[config.mk]
export PLATFORM = sky130hd
export DESIGN_NAME = dei_channel_ctrl
export DESIGN_NICKNAME = d
export VERILOG_FILES = /design/src/core/dei_channel_ctrl.v /design/src/core/dei_irq_match.v
export VERILOG_INCLUDE_DIRS = /design/src /design/src/core
export SDC_FILE = /design/constraint.sdc
export NUM_CORES = 1
export LEC_CHECK = 0
export BUFFER_PORTS_ARGS = -buffer_cell sky130_fd_sc_hd__buf_2
export CORE_MARGIN = 4
export CORE_UTILIZATION = 30
export CTS_CLUSTER_DIAMETER = 60
export DETAILED_ROUTE_END_ITERATION = 16
export PLACE_DENSITY_LB_ADDON = 0.3
export SLEW_MARGIN = 0
export SYNTH_ARGS = -nofsm -noshare
export SYNTH_HDL_FRONTEND = slang
export SYNTH_HIERARCHICAL = 1
export SYNTH_SLANG_ARGS = --single-unit
[constraint.sdc]
create_clock -name clock -period 2.4 [get_ports clock]
set_input_delay 0.24 -clock clock [delete_from_list [all_inputs] [get_ports clock]]
set_output_delay 0.24 -clock clock [all_outputs]
set_load 0.02 [all_outputs]
[src/core/dei_chan_regs.vh]
// Purpose: Register map, field positions and reset values of the channel event block.
// Assumes: 32-bit classic Wishbone slave, byte addresses, word aligned.
// Notes: Definitions only.
`ifndef DEI_CHAN_REGS_VH
`define DEI_CHAN_REGS_VH

// Register byte offsets (all four address bits decode)
`define DEI_ADDR_W 4
`define DEI_OFS_EVENT_CTRL 4'h0
`define DEI_OFS_INT_CTRL 4'h4
`define DEI_OFS_FLAG_CLR 4'h8
`define DEI_OFS_STATE 4'hC

// Event control fields
`define DEI_EC_ABORT_SEL_HI 23
`define DEI_EC_ABORT_SEL_LO 16
`define DEI_EC_START_SEL_HI 15
`define DEI_EC_START_SEL_LO 8
`define DEI_EC_FORCE_BIT 7
`define DEI_EC_SABORT_BIT 6
`define DEI_EC_PAT_EN_BIT 5
`define DEI_EC_START_EN_BIT 4
`define DEI_EC_ABORT_EN_BIT 3

// Byte lanes of the write enables
`define DEI_LANE_LOW 0
`define DEI_LANE_MID 1
`define DEI_LANE_HIGH 2

// Interrupt control fields
`define DEI_IC_IE_HI 23
`define DEI_IC_IE_LO 16
`define DEI_IC_IF_HI 7
`define DEI_IC_IF_LO 0

// Flag bit positions inside the eight-bit flag field
`define DEI_F_SRC_DONE 7
`define DEI_F_SRC_HALF 6
`define DEI_F_DST_DONE 5
`define DEI_F_DST_HALF 4
`define DEI_F_BLOCK 3
`define DEI_F_CELL 2
`define DEI_F_ABORT 1
`define DEI_F_ADDR_ERR 0

// State register fields
`define DEI_ST_CHAN_ON_BIT 0
`define DEI_ST_IRQ_BIT 1

// Reset values
`define DEI_SEL_RESET 8'hFF
`define DEI_BYTE_RESET 8'h00
`define DEI_BIT_RESET 1'b0
`define DEI_WORD_ZERO 32'h0000_0000

// Size field: zero encodes the largest region, whose half is this value
`define DEI_SIZE_W 16
`define DEI_HALF_OF_ZERO 16'h8000
`define DEI_SIZE_ZERO 16'h0000
`define DEI_IRQ_COUNT 256

`endif

[src/core/dei_channel_ctrl.v]
// Purpose: Per-channel start/abort event selection and interrupt flags of a DMA channel.
// Assumes: Classic Wishbone slave, one clock, datapath supplies pointers and strobes.
// Notes: Start and abort outputs are one-cycle registered pulses.
//   Writes land on the ack edge; reads capture data on the request edge.
//
// Our own choices: the register addresses and the Wishbone interface to the registers.
`timescale 1ns/1ps
`default_nettype none
`include "dei_chan_regs.vh"

// Operation
// - Abort selector names interrupt 0..255 that aborts transfer and sets abort flag.
// - Start selector names interrupt 0..255 that starts a transfer when enabled.
// - Abort enable set lets selected interrupt abort; clear ignores it.
// - Start enable set lets selected interrupt start a cell; clear ignores it.
// - Writing one to force bit starts a transfer; it reads zero.
// - Writing one to soft abort bit aborts the transfer; it reads zero.
// - Pattern abort enable makes pattern match abort and clear channel enable.
// - Eight read-write interrupt enables in bits 23..16, reset zero.
// - Source done flag sets when source pointer equals source size.
// - Source half flag sets when source pointer equals half source size.
// - Destination done flag sets when destination pointer equals destination size.
// - Unimplemented bits of both registers read as zero.
// - Destination half flag sets when pointer equals half destination size.
// - Block flag on block done or enabled pattern abort; cell flag on cell done.
// - Abort flag sets when selected abort interrupt aborts the transfer.
// - Address error flag sets on invalid source or destination address.
module dei_channel_ctrl (
  input wire clock,
  input wire reset_n,
  // Wishbone slave
  input wire wb_cyc_i,
  input wire wb_stb_i,
  input wire wb_we_i,
  input wire [`DEI_ADDR_W-1:0] wb_adr_i,
  input wire [3:0] wb_sel_i,
  input wire [31:0] wb_dat_i,
  output reg [31:0] wb_dat_o,
  output reg wb_ack_o,
  // System interrupt request lines
  input wire [`DEI_IRQ_COUNT-1:0] irq_lines,
  // Datapath side
  input wire channel_on,
  input wire [`DEI_SIZE_W-1:0] source_pointer,
  input wire [`DEI_SIZE_W-1:0] source_size,
  input wire [`DEI_SIZE_W-1:0] destination_pointer,
  input wire [`DEI_SIZE_W-1:0] destination_size,
  input wire cell_done,
  input wire block_done,
  input wire pattern_match,
  input wire addr_error,
  output reg xfer_start_q,
  output reg xfer_abort_q,
  output reg channel_off_q,
  output wire irq_out
);

  // Event control storage
  reg [7:0] abort_irq_select_q;
  reg [7:0] start_irq_select_q;
  reg pattern_abort_enable_q;
  reg start_trigger_enable_q;
  reg abort_trigger_enable_q;

  // Interrupt control storage
  reg [7:0] int_enable_q;
  reg [7:0] int_flag_q;
  reg [7:0] int_flag_d;

  // Pointer compare history
  reg src_done_hit_q;
  reg src_half_hit_q;
  reg dst_done_hit_q;
  reg dst_half_hit_q;

  wire start_hit;
  wire abort_hit;
  wire bus_req;
  wire wr_go;
  wire rd_go;
  wire sel_ec;
  wire sel_ic;
  wire sel_fc;
  wire sel_st;
  wire [`DEI_SIZE_W-1:0] src_half;
  wire [`DEI_SIZE_W-1:0] dst_half;
  wire src_done_eq;
  wire src_half_eq;
  wire dst_done_eq;
  wire dst_half_eq;
  wire force_wr;
  wire sabort_wr;
  wire irq_abort;
  wire pat_abort;
  wire [7:0] set_vec;
  wire [7:0] clr_vec;
  wire [31:0] ec_read;
  wire [31:0] ic_read;
  wire [31:0] st_read;
  reg [31:0] rd_mux;

  // Decoded lane writes and gated start
  wire irq_start;
  wire ec_wr_lane0;
  wire ec_wr_lane1;
  wire ec_wr_lane2;
  wire ic_wr_lane0;
  wire ic_wr_lane2;
  wire fc_wr_lane0;

  // Start interrupt edge detector
  dei_irq_match u_start_match (
    .clock(clock),
    .reset_n(reset_n),
    .irq_lines(irq_lines),
    .select(start_irq_select_q),
    .hit_q(start_hit)
  );

  // Abort interrupt edge detector
  dei_irq_match u_abort_match (
    .clock(clock),
    .reset_n(reset_n),
    .irq_lines(irq_lines),
    .select(abort_irq_select_q),
    .hit_q(abort_hit)
  );

  // Bus decode: request answered one cycle later, write lands on ack edge
  assign bus_req = wb_cyc_i & wb_stb_i;
  assign wr_go = bus_req & wb_we_i & wb_ack_o;
  assign rd_go = bus_req & ~wb_we_i & ~wb_ack_o;
  assign sel_ec = (wb_adr_i == `DEI_OFS_EVENT_CTRL);
  assign sel_ic = (wb_adr_i == `DEI_OFS_INT_CTRL);
  assign sel_fc = (wb_adr_i == `DEI_OFS_FLAG_CLR);
  assign sel_st = (wb_adr_i == `DEI_OFS_STATE);

  // Per-register lane writes, all timed by the ack edge
  assign ec_wr_lane0 = wr_go & sel_ec & wb_sel_i[`DEI_LANE_LOW];
  assign ec_wr_lane1 = wr_go & sel_ec & wb_sel_i[`DEI_LANE_MID];
  assign ec_wr_lane2 = wr_go & sel_ec & wb_sel_i[`DEI_LANE_HIGH];
  assign ic_wr_lane0 = wr_go & sel_ic & wb_sel_i[`DEI_LANE_LOW];
  assign ic_wr_lane2 = wr_go & sel_ic & wb_sel_i[`DEI_LANE_HIGH];
  assign fc_wr_lane0 = wr_go & sel_fc & wb_sel_i[`DEI_LANE_LOW];

  // Acknowledge for one cycle per request, unmapped included
  // A request still held after ack is answered again after one low cycle
  always @(posedge clock or negedge reset_n) begin
    if (!reset_n) begin
      wb_ack_o <= 1'b0;
    end else begin
      wb_ack_o <= bus_req & ~wb_ack_o;
    end
  end

  // abort selector
  // Abort selector, upper lane
  always @(posedge clock or negedge reset_n) begin
    if (!reset_n) begin
      abort_irq_select_q <= `DEI_SEL_RESET;
    end else if (ec_wr_lane2) begin
      abort_irq_select_q <= wb_dat_i[`DEI_EC_ABORT_SEL_HI:`DEI_EC_ABORT_SEL_LO];
    end
  end

  // start selector
  // Start selector, middle lane
  always @(posedge clock or negedge reset_n) begin
    if (!reset_n) begin
      start_irq_select_q <= `DEI_SEL_RESET;
    end else if (ec_wr_lane1) begin
      start_irq_select_q <= wb_dat_i[`DEI_EC_START_SEL_HI:`DEI_EC_START_SEL_LO];
    end
  end

  // start enable bit
  // Enable bits, low lane; force and soft abort are not stored
  always @(posedge clock or negedge reset_n) begin
    if (!reset_n) begin
      pattern_abort_enable_q <= `DEI_BIT_RESET;
      start_trigger_enable_q <= `DEI_BIT_RESET;
      abort_trigger_enable_q <= `DEI_BIT_RESET;
    end else if (ec_wr_lane0) begin
      pattern_abort_enable_q <= wb_dat_i[`DEI_EC_PAT_EN_BIT];
      start_trigger_enable_q <= wb_dat_i[`DEI_EC_START_EN_BIT];
      abort_trigger_enable_q <= wb_dat_i[`DEI_EC_ABORT_EN_BIT];
    end
  end

  // soft abort write strobe
  // Set-only bits act once and are never stored
  assign force_wr = ec_wr_lane0 & wb_dat_i[`DEI_EC_FORCE_BIT];
  assign sabort_wr = ec_wr_lane0 & wb_dat_i[`DEI_EC_SABORT_BIT];

  assign irq_abort = abort_hit & abort_trigger_enable_q;
  assign pat_abort = pattern_match & pattern_abort_enable_q;

  // start gating
  // Selected start interrupt passes only while enabled
  assign irq_start = start_hit & start_trigger_enable_q;

  // forced start
  // Start pulse
  always @(posedge clock or negedge reset_n) begin
    if (!reset_n) begin
      xfer_start_q <= `DEI_BIT_RESET;
    end else begin
      xfer_start_q <= irq_start | force_wr;
    end
  end

  // soft abort
  // Abort pulse from interrupt, soft or pattern cause
  always @(posedge clock or negedge reset_n) begin
    if (!reset_n) begin
      xfer_abort_q <= `DEI_BIT_RESET;
    end else begin
      xfer_abort_q <= irq_abort | sabort_wr | pat_abort;
    end
  end

  // channel enable clear
  // Channel-off pulse only on a pattern abort
  always @(posedge clock or negedge reset_n) begin
    if (!reset_n) begin
      channel_off_q <= `DEI_BIT_RESET;
    end else begin
      channel_off_q <= pat_abort;
    end
  end

  // Half points; size zero stands for the largest region
  assign src_half = (source_size == `DEI_SIZE_ZERO) ? `DEI_HALF_OF_ZERO : (source_size >> 1);
  assign dst_half = (destination_size == `DEI_SIZE_ZERO) ? `DEI_HALF_OF_ZERO :
                    (destination_size >> 1);

  assign src_done_eq = channel_on & (source_pointer == source_size);
  assign src_half_eq = channel_on & (source_pointer == src_half);
  assign dst_done_eq = channel_on & (destination_pointer == destination_size);
  assign dst_half_eq = channel_on & (destination_pointer == dst_half);

  // Compare history so a flag sets once per arrival
  always @(posedge clock or negedge reset_n) begin
    if (!reset_n) begin
      src_done_hit_q <= 1'b0;
      src_half_hit_q <= 1'b0;
      dst_done_hit_q <= 1'b0;
      dst_half_hit_q <= 1'b0;
    end else begin
      src_done_hit_q <= src_done_eq;
      src_half_hit_q <= src_half_eq;
      dst_done_hit_q <= dst_done_eq;
      dst_half_hit_q <= dst_half_eq;
    end
  end

  // address error flag
  // Flag set vector
  assign set_vec[`DEI_F_SRC_DONE] = src_done_eq & ~src_done_hit_q;
  assign set_vec[`DEI_F_SRC_HALF] = src_half_eq & ~src_half_hit_q;
  assign set_vec[`DEI_F_DST_DONE] = dst_done_eq & ~dst_done_hit_q;
  assign set_vec[`DEI_F_DST_HALF] = dst_half_eq & ~dst_half_hit_q;
  assign set_vec[`DEI_F_BLOCK] = block_done | pat_abort;
  assign set_vec[`DEI_F_CELL] = cell_done;
  assign set_vec[`DEI_F_ABORT] = irq_abort;
  assign set_vec[`DEI_F_ADDR_ERR] = addr_error;

  // zero write clears
  // Clear vector: zero written to the flag field, or one to the clear alias
  assign clr_vec = ({8{ic_wr_lane0}} & ~wb_dat_i[`DEI_IC_IF_HI:`DEI_IC_IF_LO]) |
                   ({8{fc_wr_lane0}} & wb_dat_i[`DEI_IC_IF_HI:`DEI_IC_IF_LO]);

  // Next flags, a set in the clear cycle wins
  always @* begin
    int_flag_d = (int_flag_q & ~clr_vec) | set_vec;
  end

  // enable field
  // Enable field, upper lane
  always @(posedge clock or negedge reset_n) begin
    if (!reset_n) begin
      int_enable_q <= `DEI_BYTE_RESET;
    end else if (ic_wr_lane2) begin
      int_enable_q <= wb_dat_i[`DEI_IC_IE_HI:`DEI_IC_IE_LO];
    end
  end

  // flags reset clear
  // Flag field, updated every cycle
  always @(posedge clock or negedge reset_n) begin
    if (!reset_n) begin
      int_flag_q <= `DEI_BYTE_RESET;
    end else begin
      int_flag_q <= int_flag_d;
    end
  end

  assign irq_out = |(int_flag_q & int_enable_q);

  // zero unimplemented bits
  // Read images
  assign ec_read = {8'h00, abort_irq_select_q, start_irq_select_q, 2'b00,
                    pattern_abort_enable_q, start_trigger_enable_q,
                    abort_trigger_enable_q, 3'b000};
  assign ic_read = {8'h00, int_enable_q, 8'h00, int_flag_q};
  assign st_read = {30'h0000_0000, irq_out, channel_on};

  // Read select, unmapped reads zero
  always @* begin
    rd_mux = `DEI_WORD_ZERO;
    if (sel_ec) begin
      rd_mux = ec_read;
    end else if (sel_ic) begin
      rd_mux = ic_read;
    end else if (sel_fc) begin
      rd_mux = {24'h00_0000, int_flag_q};
    end else if (sel_st) begin
      rd_mux = st_read;
    end
  end

  // Read data registered alongside ack
  always @(posedge clock or negedge reset_n) begin
    if (!reset_n) begin
      wb_dat_o <= `DEI_WORD_ZERO;
    end else if (rd_go) begin
      wb_dat_o <= rd_mux;
    end
  end

endmodule
`default_nettype wire

[src/core/dei_irq_match.v]
// Purpose: Turns the rising edge of one selected system interrupt line into a pulse.
// Assumes: Interrupt lines are synchronous to clock.
// Notes: Each line keeps its own history so a change of selector makes no false edge.
`timescale 1ns/1ps
`default_nettype none
`include "dei_chan_regs.vh"

module dei_irq_match (
  input wire clock,
  input wire reset_n,
  input wire [`DEI_IRQ_COUNT-1:0] irq_lines,
  input wire [7:0] select,
  output reg hit_q
);

  reg [`DEI_IRQ_COUNT-1:0] prev_q;
  wire [`DEI_IRQ_COUNT-1:0] rise;

  // Per-line history and edge
  genvar i;
  generate
    for (i = 0; i < `DEI_IRQ_COUNT; i = i + 1) begin : g_line
      always @(posedge clock or negedge reset_n) begin
        if (!reset_n) begin
          prev_q[i] <= 1'b0;
        end else begin
          prev_q[i] <= irq_lines[i];
        end
      end
      assign rise[i] = irq_lines[i] & ~prev_q[i];
    end
  endgenerate

  // Registered pulse for the selected line
  always @(posedge clock or negedge reset_n) begin
    if (!reset_n) begin
      hit_q <= 1'b0;
    end else begin
      hit_q <= rise[select];
    end
  end

endmodule
`default_nettype wire

Word-level counts from Yosys, hierarchy flattened --
Index checks and enable logic that the tools add are counted.
Cells by class: $lt $le $gt $ge 2, equal/unequal tests 7, mux-type cells 10, bitwise gates (word level) 558, reductions and logical operators 4
Operators by type and width (count):
- $and A1 B1 Y1 | 284
- $not A1 Y1 | 262
- $mux W32 | 3
- $eq A16 B16 Y1 | 4
- $and A8 B8 Y8 | 4
- $logic_not A16 Y1 | 2
- $mux W16 | 2
- $lt A8 B9 Y1 const B | 2
- $bmux W1 S8 | 2
- $not A8 Y8 | 2
- $or A8 B8 Y8 | 2
- $eq A4 B4 Y1 const B | 2
- $reduce_or A8 Y1 | 1
- $eq A4 B3 Y1 const B | 1
- $logic_not A4 Y1 | 1
- $or A1 B1 Y1 | 4
- $mux W1 | 2
- $mux W2 | 1
Word-level totals: bits in registers 333, bits of input ports 370, output and inout bits 37, logic and storage cells 855

Depth between registers and ports, before layout --
Gate-level depths: netlist (run 1).
word-level depth 10, gate-level depth with buffers 11, gate-level depth less buffers 7

By module --
The synthesis (run 1) kept the hierarchy.
Modules (own cells, without submodules):
- dei_irq_match | times used 2, cells an instance 782, area an instance 9648.0 sq um, sequential area each 6431.2 sq um
- dei_channel_ctrl | times used 1, cells an instance 331, area an instance 3621.0 sq um, sequential area each 1696.6 sq um

Worst setup path before layout (run 1) --
No wires, ideal clock.
kind register to register, from reg abort_irq_select_q[0], to reg u_abort_match.hit_q, setup time 0.071 ns, data arrival time 2.026 ns, data required time 2.329 ns, path slack 0.303 ns, stages on the path, launching flop included 9, path buffers 1, clock period less this slack 2.097 ns, path through dfstp_2 > buf_2 > nand2_1 > o32ai_2 > o32a_1 > nand3_1 > mux4_2 > a2111o_1 > nand4_1
Between the ends: longest elaborated chain between the ends 2
RTL lines:
- start: declaration | line dei_channel_ctrl.v:59 | reg [7:0] abort_irq_select_q;
- start signal: assignment | line dei_channel_ctrl.v:160 | abort_irq_select_q <= `DEI_SEL_RESET;
- start signal: assignment | line dei_channel_ctrl.v:162 | abort_irq_select_q <= wb_dat_i[`DEI_EC_ABORT_SEL_HI:`DEI_EC_ABORT_SEL_LO];
- $bmux W1 S8 | line dei_irq_match.v:39 | hit_q <= rise[select];
- $mux W1 (implied by the code) | line dei_irq_match.v:39
- end signal: assignment | line dei_irq_match.v:39
- end: declaration | line dei_irq_match.v:13 | output reg hit_q
Every way passes these cells. The select of a mux whose other input is x is not followed. A chain may end at the register's enable or synchronous reset.

Worst setup path in the final report (run 1) --
from reg start_irq_select_q[0], to reg u_start_match.hit_q
Between the ends: longest elaborated chain between the ends 2
RTL lines:
- start: declaration | line dei_channel_ctrl.v:60 | reg [7:0] start_irq_select_q;
- start signal: assignment | line dei_channel_ctrl.v:170 | start_irq_select_q <= `DEI_SEL_RESET;
- start signal: assignment | line dei_channel_ctrl.v:172 | start_irq_select_q <= wb_dat_i[`DEI_EC_START_SEL_HI:`DEI_EC_START_SEL_LO];
- $bmux W1 S8 | line dei_irq_match.v:39
- $mux W1 (implied by the code) | line dei_irq_match.v:39
- end signal: assignment | line dei_irq_match.v:39
- end: declaration | line dei_irq_match.v:13
Every way passes these cells. The select of a mux whose other input is x is not followed.

==> flow_summary.ini, run 1 <==
[critical_path]
reg2reg_from = start_irq_select_q[0]$_DFFE_PN1P_
arrival_ns = 3.06
crit_fanout = 8
endpoint_kind = flop
cp.required_ns = 2.93
critical_path_class = flop to flop
start_kind = flop
crit_start = start_irq_select_q[0]$_DFFE_PN1P_

[sta]
min_period_over_period_pct = 105
period_minus_slack_ns = 2.53
layout_setup_ws_ns = -0.129
slew_headroom_pct = 54.1
skew_ns = 0.0198
rsz0062_at_grt = yes
drv_slew = 0
finalSetupViolCount = 2
finalHoldViolations = 0
worst_slew_pin_slew_ns = 0.683
fmax_mhz = 395
tns_ns = -0.217
holdWs_ns = 0.0826

[routing]
via_per_inst = 5.02
drtIter0Drc = 1294
post-route-drc-count = 0
drtPass1Iterations = 6
post_drt_wl_per_cell_um = 22.8
postRouteAntennaNets = 0
route.vias.total = 19000
drt_wl_total_um = 86100

[power]
swShare_pct = 24.0
pwr-share-clk_pct = 46.5
p_per_area_nw_per_um2 = 721
power_frac_comb_pct = 9.8
internal_power_uw = 18200
seqPwrFrac_pct = 43.7
irDropWorstVdd_v = 0.000472
p_sw_uw = 5750
p_leak_uw = 0.0140

[placed_design]
place_area_um2 = 27100
portBuffers = 389
gp_congestion = 0.933
dp_slack_ns = -0.339
dp_cells = 3311
hpwl_um = 61500

[run_status]
status = finished with violations
violations = setup timing

[final_layout]
fillers = 7019
drive_above_1_share_pct = 28.6
final_cells = 3781
nNetsFinal = 3095
design_area_um2 = 33200
area_growth_pct = 44.9

[clock_tree]
clockBufferDepth = 3
clkTransAtPathRegs_ns = 0.06
worstSkewPairLatency_ns = 0.60
cts_sinks = 581
cts_tree = built
cts_buffers = 71
cts.htree.levels = 3
root_buffer = clkbuf_16

[yosys]
yosysWarningCount = 6
synth_top_area_cell = dfrtp_1
synth_edf_count = 0
synthFlopType = dfrtp_1
ys_seq_elements = 581
yosysTopAreaCellShare_pct = 61.7
synth_fa_ha_area_share_pct = 0
synth_top_family_by_area = simple AND/OR/NAND/NOR gates
synth_area_leaders = dfrtp_1 62%, o221ai_1 5.9%, nand2b_1 4.5%, nand2_1 4.3%, o32ai_1 2.2%
synthArstFlopShare_pct = 100
ys_types = 68
syn_inst = 1895
synthSimpleGateAreaFrac_pct = 14.4
seq_area_frac_synth_pct = 63.5
muxShareOfSynthArea_pct = 1.51
syn_area_um2 = 22900
synth_compound_area_share_pct = 14.3
syn_avg_cell_area_um2 = 12.1
synthXorXnorAreaFrac_pct = 2.41

[global_routing]
grtUsageTotal_pct = 21.0
grt_pass1_vias = 20700
grt_pass1_wl_um = 129000
antenna_found_initial = 25
grt-ovfl-total = 0
grt_max_degree = 77

[run]
cap_viol_max_count = 0

[floorplanning]
fp.dieH_um = 284
start_util_pct = 30.2
core_um2 = 75800
die_area_um2 = 80900
ios = 407
num_rows = 101
die-width_um = 284

[hold_path]
hold_start = source_pointer[7]
min-delay-path-class = primary input to flop
through the flow:
stage / total power, µW / utilization, %
detailed placement: 12500 / 35.7
global route: 24900 / 43.8
CTS: 24200 / 43.7
finish: 23900 / 43.8
floorplan: 11300 / -
global placement: 12400 / 35.7
routing by layer:
metal / wire, µm / up-vias / global-route usage [%]
met2: 43100 / 696 / 36.7
met3: 5130 / 183 / 4.45
li1: - / 8579 / -
met5: 69 / - / 0
met1: 34800 / 9504 / 25.6
met4: 2950 / 12 / 7.80
logic make-up (layout without fill, tap and decap cells):
| family | count (synthesis) | in the layout |
|---|---|---|
| AOI/OAI and AO/OA | 405 | 405 |
| xor gates and xnor gates | 63 | 63 |
| buffers and inverters | 192 | 1073 |
| DFF | 581 | 581 |
| muxes | 29 | 29 |
| other | 1 | 28 |
| and+or+nand+nor | 624 | 624 |
repair_timing:
| item | in CTS | in global routing |
|---|---|---|
| gates resized for setup | 64 | 19 |
| hold endpoints to repair | 598 | 0 |
| setup buffers | 20 | 1 |
| pin swaps | 22 | 5 |
| hold buffers | 293 | 0 |
| cloned | 5 | 0 |
| setup endpoints to repair | 2 | 4 |
cell usage in the layout, fill, tap and decap left out, drive strengths merged, types with 8 or more instances in the layout:
| cell | netlist | final |
|---|---|---|
| buf | 78 | 559 |
| xnor2 | 34 | 34 |
| nor3 | 12 | 12 |
| o32ai | 62 | 62 |
| a21oi | 34 | 34 |
| dlygate4sd3 | 0 | 293 |
| a221oi | 10 | 10 |
| mux2 | 25 | 25 |
| a22oi | 10 | 10 |
| nand3b | 12 | 12 |
| nand4b | 10 | 10 |
| nor3b | 21 | 21 |
| o32a | 10 | 10 |
| conb | 1 | 8 |
| nand2 | 262 | 262 |
| clkinv | 0 | 15 |
| inv | 88 | 95 |
| nor4 | 26 | 26 |
| o221ai | 154 | 154 |
| o2111ai | 12 | 12 |
| o311ai | 10 | 10 |
| o21ai | 39 | 39 |
| nand2b | 164 | 164 |
| a22o | 15 | 15 |
| clkbuf | 26 | 98 |
| nor2 | 36 | 36 |
| nand3 | 12 | 12 |
| nand4 | 32 | 32 |
| or3b | 12 | 12 |
| diode | 0 | 20 |
| dfstp | 16 | 16 |
| dfrtp | 565 | 565 |
| xor2 | 29 | 29 |
Yosys cell counts, types with 4 or more instances:
cell type  instances
dfrtp_1          565
nand2_1          262
nand2b_1         164
o221ai_1         154
inv_1             88
buf_2             60
o32ai_1           58
o21ai_0           37
nor2_1            36
a21oi_1           34
xnor2_1           34
nand4_1           32
xor2_1            29
clkbuf_1          25
mux2_2            25
nor4_1            24
nor3b_1           21
dfstp_2           16
a22o_1            15
buf_4             12
nand3b_1          12
o2111ai_1         12
nor3_1            11
a221oi_1          10
a22oi_1           10
nand4b_1          10
o32a_1            10
nand3_1            9
o311ai_0           8
or3b_2             8
nor2b_1            7
o22ai_1            6
a31oi_1            5
o41ai_1            5
a2111oi_0          4
a211oi_1           4
and2_1             4
buf_6              4
o211ai_1           4
o311a_1            4
o31a_1             4
o32ai_2            4
or3_1              4
or3b_1             4
worst max-delay path, cell delays in order (launching register included):
cell and delay, ns:
dfstp_4 0.74, buf_8 0.18, buf_6 0.13, nand2_2 0.05, nor2_2 0.08, o32a_1 0.16
nand3_1 0.09, mux4_2 0.54, a2111o_1 0.40, nand4_1 0.09
worst paths after layout:
| kind | end | slack [ns] | cells past startpoint |
|---|---|---|---|
| max in group asynchronous | u_abort_match/prev_q[185]$_DFF_PN0_ | 1.23 | 3 |
| max reg2reg | u_start_match/hit_q$_DFF_PN0_ | -0.13 | 9 |
| min reg2reg | int_flag_q[6]$_DFF_PN0_ | 0.43 | 1 |
| min in group asynchronous | u_abort_match/prev_q[95]$_DFF_PN0_ | 0.21 | 2 |
| min | src_done_hit_q$_DFF_PN0_ | 0.08 | 5 |
| max | u_start_match/hit_q$_DFF_PN0_ | -0.13 | 9 |
sequential cells by signal (all words and copies together), names as in the netlist, 8 cells and up:
signal,cells
u_abort_match/prev_q,256
u_start_match/prev_q,256
wb_dat_o,24
abort_irq_select_q,8
int_enable_q,8
int_flag_q,8
start_irq_select_q,8
layout make-up:
| cell class | instances | area (µm²) | area share (%) |
|---|---|---|---|
| flip-flops and latches | 581 | 14600 | 43.9 |
| inverters | 88 | 330 | 0.994 |
| clock buffers | 98 | 2060 | 6.21 |
| multi-input cells | 1129 | 7780 | 23.4 |
| well taps | 978 | 1220 | 3.68 |
| repair buffers | 854 | 6800 | 20.5 |
| clock inverters | 33 | 402 | 1.21 |
| diodes | 20 | 50.0 | 0.151 |
power groups by stage:
stage	combinational (µW)	sequential (µW)	clock (µW)
floorplan	646	10600	0
global placement	1820	10600	0
detailed placement	1880	10600	0
CTS	2360	10500	11400
global route	2550	10500	11800
finish	2340	10500	11100
(Power assumes the default switching activity.)
==> run 2, diff against run 1 <==
--- a/config.mk
+++ b/config.mk
@@ -8,10 +8,11 @@
 export LEC_CHECK = 0
 export BUFFER_PORTS_ARGS = -buffer_cell sky130_fd_sc_hd__buf_2
 export CORE_MARGIN = 4
-export CORE_UTILIZATION = 30
+export CORE_UTILIZATION = 58
 export CTS_CLUSTER_DIAMETER = 60
 export DETAILED_ROUTE_END_ITERATION = 16
 export PLACE_DENSITY_LB_ADDON = 0.3
+export RECOVER_POWER = 50
 export SLEW_MARGIN = 0
 export SYNTH_ARGS = -nofsm -noshare
 export SYNTH_HDL_FRONTEND = slang
==> run 2 against run 1 <==
  * The flow finishes with violations (capacitance limit, slew limit, setup timing)
  * Via count up 10%
  * Wire length up 0.37%
  * Clock skew down 0.0089 ns
  * Die area down 47%
  * First-iteration DRC count up 78%
  * Maximum frequency down 0.67%
  * Critical path depth up 2
  * Critical endpoint unchanged
  * Highest routed layer unchanged
==> flow_summary.ini, run 2 (same netlist as run 1, synthesis figures left out) <==
[critical_path]
endpoint_kind = flop
crit_fanout = 12
arrival_ns = 3.01
start_kind = flop
cp.required_ns = 2.86
critical_path_class = flop to flop
reg2reg_slack_ns = -0.15

[power]
p_per_area_nw_per_um2 = 692
irDropWorstVdd_v = 0.000636
p_leak_uw = 0.0131

[clock_tree]
clockBufferDepth = 3
cts_sinks = 581
cts.htree.levels = 2
cts_buffers = 57
cts_tree = built
worstSkewPairLatency_ns = 0.61
root_buffer = clkbuf_16
clkTransAtPathRegs_ns = 0.06

[sta]
worst_slew_pin_slew_ns = 2.06
finalSetupViolCount = 2
layout_setup_ws_ns = -0.146
skew_ns = 0.0108
finalHoldViolations = 0
rsz0062_at_grt = yes
min_period_over_period_pct = 106
drv_slew = 59
fmax_mhz = 393
period_minus_slack_ns = 2.55
slew_headroom_pct = -37.6

[routing]
wl_met2_um = 42300
drtPass1Iterations = 6
drt_wl_total_um = 86400
wl_met1_um = 30300
postRouteAntennaNets = 0
drtIter0Drc = 2300
highest_layer = met5
route.vias.total = 20900
wl_met3_um = 8720
post_drt_wl_per_cell_um = 26.4
via_per_inst = 6.38
post-route-drc-count = 0

[final_layout]
register_area_um2 = 14600
design_area_um2 = 32000
layout_common_cells = 565 x dfrtp_1, 292 x dlygate4sd3_1, 267 x clkbuf_1
largestRegisters = u_abort_match/prev_q x256, u_start_match/prev_q x256, wb_dat_o x24
multi_input_area_um2 = 7990
drive_above_1_share_pct = 19.1
fillers = 2110
area_growth_pct = 39.7
nNetsFinal = 3069
fin_util_pct = 82.5
final_common_cell = dfrtp_1

[global_routing]
antenna_found_initial = 16
grt_max_degree = 86
grt-ovfl-total = 0
grt_pass1_vias = 22000
grt_pass1_wl_um = 128000
grtUsageTotal_pct = 39.4

[run_status]
status = finished with violations
violations = capacitance limit, slew limit, setup timing

[hold_path]
min-delay-path-class = primary input to flop

[placed_design]
gp_congestion = 0.891
hpwl_um = 50900
portBuffers = 389
place_area_um2 = 26300

[run]
cap_viol_max_count = 1

[floorplanning]
start_util_pct = 59.0
core_um2 = 38800
num_rows = 72
die-width_um = 207
ios = 407
fp.dieH_um = 207
die_area_um2 = 42800
run 2: cell count changes in the layout (fill, tap and decap cells not counted), sizes merged:
cell,delta
buf,-276
clkbuf,+248
inv,-6
clkinv,-5
diode,-5
clkinvlp,-4
bufbuf,+3
bufinv,-1
dlygate4sd3,-1
run 2: worst paths after layout:
check                                                  start                                   to  depth (start not counted)
max                        start_irq_select_q[0]$_DFFE_PN1P_        u_start_match/hit_q$_DFF_PN0_                         11
min                                  destination_pointer[14]             dst_half_hit_q$_DFF_PN0_                          4
max reg2reg                start_irq_select_q[0]$_DFFE_PN1P_        u_start_match/hit_q$_DFF_PN0_                         11
min reg2reg                         dst_done_hit_q$_DFF_PN0_              int_flag_q[5]$_DFF_PN0_                          1
max in group asynchronous                            reset_n  u_start_match/prev_q[148]$_DFF_PN0_                          3
min in group asynchronous                            reset_n  u_start_match/prev_q[184]$_DFF_PN0_                          2
run 2: what timing repair did:
item | CTS | global route
setup endpoints to repair | 2 | 5
pin swaps | 20 | 24
endpoints found under the hold margin | 600 | 0
cloned | 11 | 3
hold buffers | 292 | 0
setup buffers | 17 | 7
gates resized for setup | 66 | 61
run 2: worst max-delay path, cell delays in order (launching register included):
cell,delay (ns)
dfstp_4,0.52
buf_12,0.16
buf_16,0.15
buf_12,0.13
buf_16,0.14
nand2_1,0.17
o32ai_2,0.14
o21ai_1,0.20
nor3_2,0.07
nor4_2,0.41
a211o_1,0.18
nand4_1,0.11
run 2: cell type report:
| class | instances | area share, % |
|---|---|---|
| antenna | 15 | 0.117 |
| tap | 518 | 2.02 |
| inverter | 88 | 1.03 |
| timing repair buffer | 842 | 20.4 |
| sequential | 581 | 45.5 |
| multi-input combinational | 1129 | 24.9 |
| clock buffer | 84 | 5.21 |
| clock inverter | 17 | 0.766 |
run 2: through the flow:
| step | std cells | power (µW) | hold WS [ns] | setup slack (ns) | setup TNS [ns] |
|---|---|---|---|---|---|
| 2_1_floorplan | 1902 | 11300 | -0.0556 | 0.303 | 0 |
| 3_3_place_gp | 2831 | 12300 | 0.253 | -0.322 | -0.473 |
| 4_1_cts | 3252 | 22000 | 0.000820 | 0.000388 | 0 |
| 6_report | 3274 | 22200 | 0.0139 | -0.146 | -0.221 |
| 5_1_grt | 3273 | 22800 | 0.00922 | -0.170 | -0.304 |
| 3_5_place_dp | 2831 | 12400 | 0.254 | -0.420 | -0.659 |
run 2: report_power, final:
part	switching, µW	internal, µW	total [µW]	leakage [µW]
clock	3880	5430	9310	0.000949
combinational	1320	1040	2360	0.00531
sequential	216	10300	10500	0.00684
total	5410	16800	22200	0.0131
run 2: metal layers:
metal  vias up  track usage, %
met5         -               0
met4         4            19.9
met3       402            9.69
met2      1568            65.1
met1     10400            48.9
li1       8514               -
==> run 3, diff against run 2 <==
==> constraint.sdc (replaced) <==
create_clock -name clock -period 2.6 [get_ports clock]
set_input_delay 0.26 -clock clock [delete_from_list [all_inputs] [get_ports clock]]
set_output_delay 0.26 -clock clock [all_outputs]
set_load 0.02 [all_outputs]
==> run 3 against run 2 <==
  * The run still ends with capacitance limit, slew limit, setup timing left
  * Sequential power shrank 8%
  * Die area is the same
  * Register-to-register slack gained 0.09 ns
  * Combinational power shrank 12%
  * Critical path depth shrank 4
  * Final cell count shrank 0.79%
  * First-iteration DRC count grew 4.8%
  * Global-route usage shrank 2.6 points
  * Sequential share of layout area grew 1.4 points
  * Highest routed layer unchanged
==> flow_summary.ini, run 3 (same netlist as run 1, synthesis figures left out) <==
[sta]
skew_ns = 0.0226
finalSetupViolCount = 1
holdWs_ns = 0.0717
slew_headroom_pct = -34.8
period_minus_slack_ns = 2.65
finalHoldViolations = 0
drv_slew = 59
min_period_over_period_pct = 102
worst_slew_pin_slew_ns = 2.02
tns_ns = -0.0538
fmax_mhz = 377
layout_setup_ws_ns = -0.0538

[placed_design]
dp_slack_ns = -0.249
gp_congestion = 0.922
hpwl_um = 50400
portBuffers = 389

[final_layout]
final_common_cell = dfrtp_1
area_growth_pct = 35.5
layout_common_cells = 565 x dfrtp_1, 292 x dlygate4sd3_1, 270 x clkbuf_1
nNetsFinal = 3037
fillers = 2258
largestRegisters = u_abort_match/prev_q x256, u_start_match/prev_q x256, wb_dat_o x24
drive_above_1_share_pct = 16.2

[power]
irDropWorstVdd_v = 0.000629
p_leak_uw = 0.0127
p_per_area_nw_per_um2 = 650

[critical_path]
crit_start = abort_irq_select_q[1]$_DFFE_PN1P_
path_buf_inv = 2
reg2reg_slack_ns = -0.05
reg2reg_from = abort_irq_select_q[1]$_DFFE_PN1P_
critPathMaxStageDelay_ns = 0.64
reg2reg_depth = 7
cp.required_ns = 3.06
cp_top_family = compound AO/OA/AOI/OAI gates
crit_fanout = 9
r2r_end = u_abort_match/hit_q$_DFF_PN0_
crit_end = u_abort_match/hit_q$_DFF_PN0_
endpoint_kind = flop
cp_common_cell = buf_4
crit_slowest_cell = dfstp_2
start_kind = flop
critical_path_class = flop to flop
arrival_ns = 3.12
crit_cells = 7
crit_path_cell_trace = and2_1 > buf_4 > buf_4 > a22o_1 > a211oi_2 > o311ai_1 > nand4_1

[hold_path]
min-delay-path-class = primary input to flop

[clock_tree]
cts.htree.levels = 2
clockBufferDepth = 3
clkTransAtPathRegs_ns = 0.06
cts_sinks = 581
cts_buffers = 56
cts_tree = built
root_buffer = clkbuf_16
worstSkewPairLatency_ns = 0.63

[floorplanning]
core_um2 = 38800
die_area_um2 = 42800
num_rows = 72
ios = 407
fp.dieH_um = 207
start_util_pct = 59.0
die-width_um = 207

[routing]
drt_wl_total_um = 82100
post_drt_wl_per_cell_um = 25.3
drtIter0Drc = 2410
via_per_inst = 6.24
drtPass1Iterations = 6
post-route-drc-count = 0
route.vias.total = 20300
postRouteAntennaNets = 0

[run]
cap_viol_max_count = 1

[global_routing]
antenna_found_initial = 20
grt_max_degree = 90
grtUsageTotal_pct = 36.8
grt-ovfl-total = 0
grt_pass1_wl_um = 120000
grt_pass1_vias = 20900

[run_status]
status = finished with violations
violations = capacitance limit, slew limit, setup timing
==> run 3: changes by cell type in the layout (fill, tap and decap cells not counted), sizes merged, moves of 2 or more <==
| cell | previous run | this run |
|---|---|---|
| diode | 15 | 19 |
| clkinvlp | 0 | 2 |
| bufbuf | 5 | 0 |
| buf | 283 | 256 |
| clkbuf | 346 | 340 |
| clkinv | 10 | 15 |
==> run 3: final cells by class <==
type	count	area, µm²	area share (%)
sequential	581	14600	46.9
multi-input combinational	1129	7660	24.7
timing repair buffer	811	5900	19.0
clock buffer	77	1560	5.02
tap	518	648	2.09
clock inverter	25	347	1.12
inverter	88	330	1.06
antenna	19	47.5	0.153
==> run 3: layer usage <==
| metal | up-vias | global-route usage, % | routed length (µm) |
|---|---|---|---|
| li1 | 8449 | - | - |
| met1 | 10000 | 47.4 | 29800 |
| met2 | 1444 | 60.3 | 40100 |
| met3 | 337 | 8.37 | 7970 |
| met4 | 4 | 16.7 | 4310 |
| met5 | - | 0 | 26 |
==> run 3: tightest hold or removal path, stage by stage <==
cell and delay [ns]:
buf_2 0.12, xnor2_1 0.06, nand2_1 0.05, or4_1 0.12
inv_1 0.04
==> run 3: repair_timing <==
action / CTS / global route
endpoints found under the hold margin: 605 / 0
pin swaps: 0 / 4
resized for setup: 13 / 23
setup buffers: 1 / 14
gates cloned: 0 / 3
endpoints found under the setup margin: 2 / 2
hold buffers: 292 / 0
==> run 3: through the flow <==
step	instances	util (%)	total power (µW)	cell area, µm²
6_report	3248	80.0	20200	31100
5_1_grt	3247	80.0	20800	31100
4_1_cts	3212	79.9	20100	31000
3_5_place_dp	2817	67.3	11400	26100
3_3_place_gp	2817	67.3	11400	26100
2_1_floorplan	1902	-	10400	22900
==> run 3: power breakdown <==
group / total (µW) / switching [µW] / internal [µW]
Sequential: 9680 / 184 / 9500
Combinational: 2070 / 1170 / 897
Clock: 8440 / 3530 / 4910
Total: 20200 / 4890 / 15300
==> run 3: worst min-delay path by stage <==
stage | from | to | slack (ns) | cells after the start
global route | source_pointer[14] | src_half_hit_q$_DFF_PN0_ | 0.08 | 4
global placement | reset_n | u_start_match/prev_q[185]$_DFF_PN0_ | 0.26 | 1
floorplan | reset_n | abort_trigger_enable_q$_DFFE_PN0P_ | -0.04 | 0
detailed placement | reset_n | u_abort_match/prev_q[185]$_DFF_PN0_ | 0.27 | 1
finish | source_pointer[6] | src_done_hit_q$_DFF_PN0_ | 0.07 | 5
CTS | wb_sel_i[0] | pattern_abort_enable_q$_DFFE_PN0P_ | 0.05 | 4
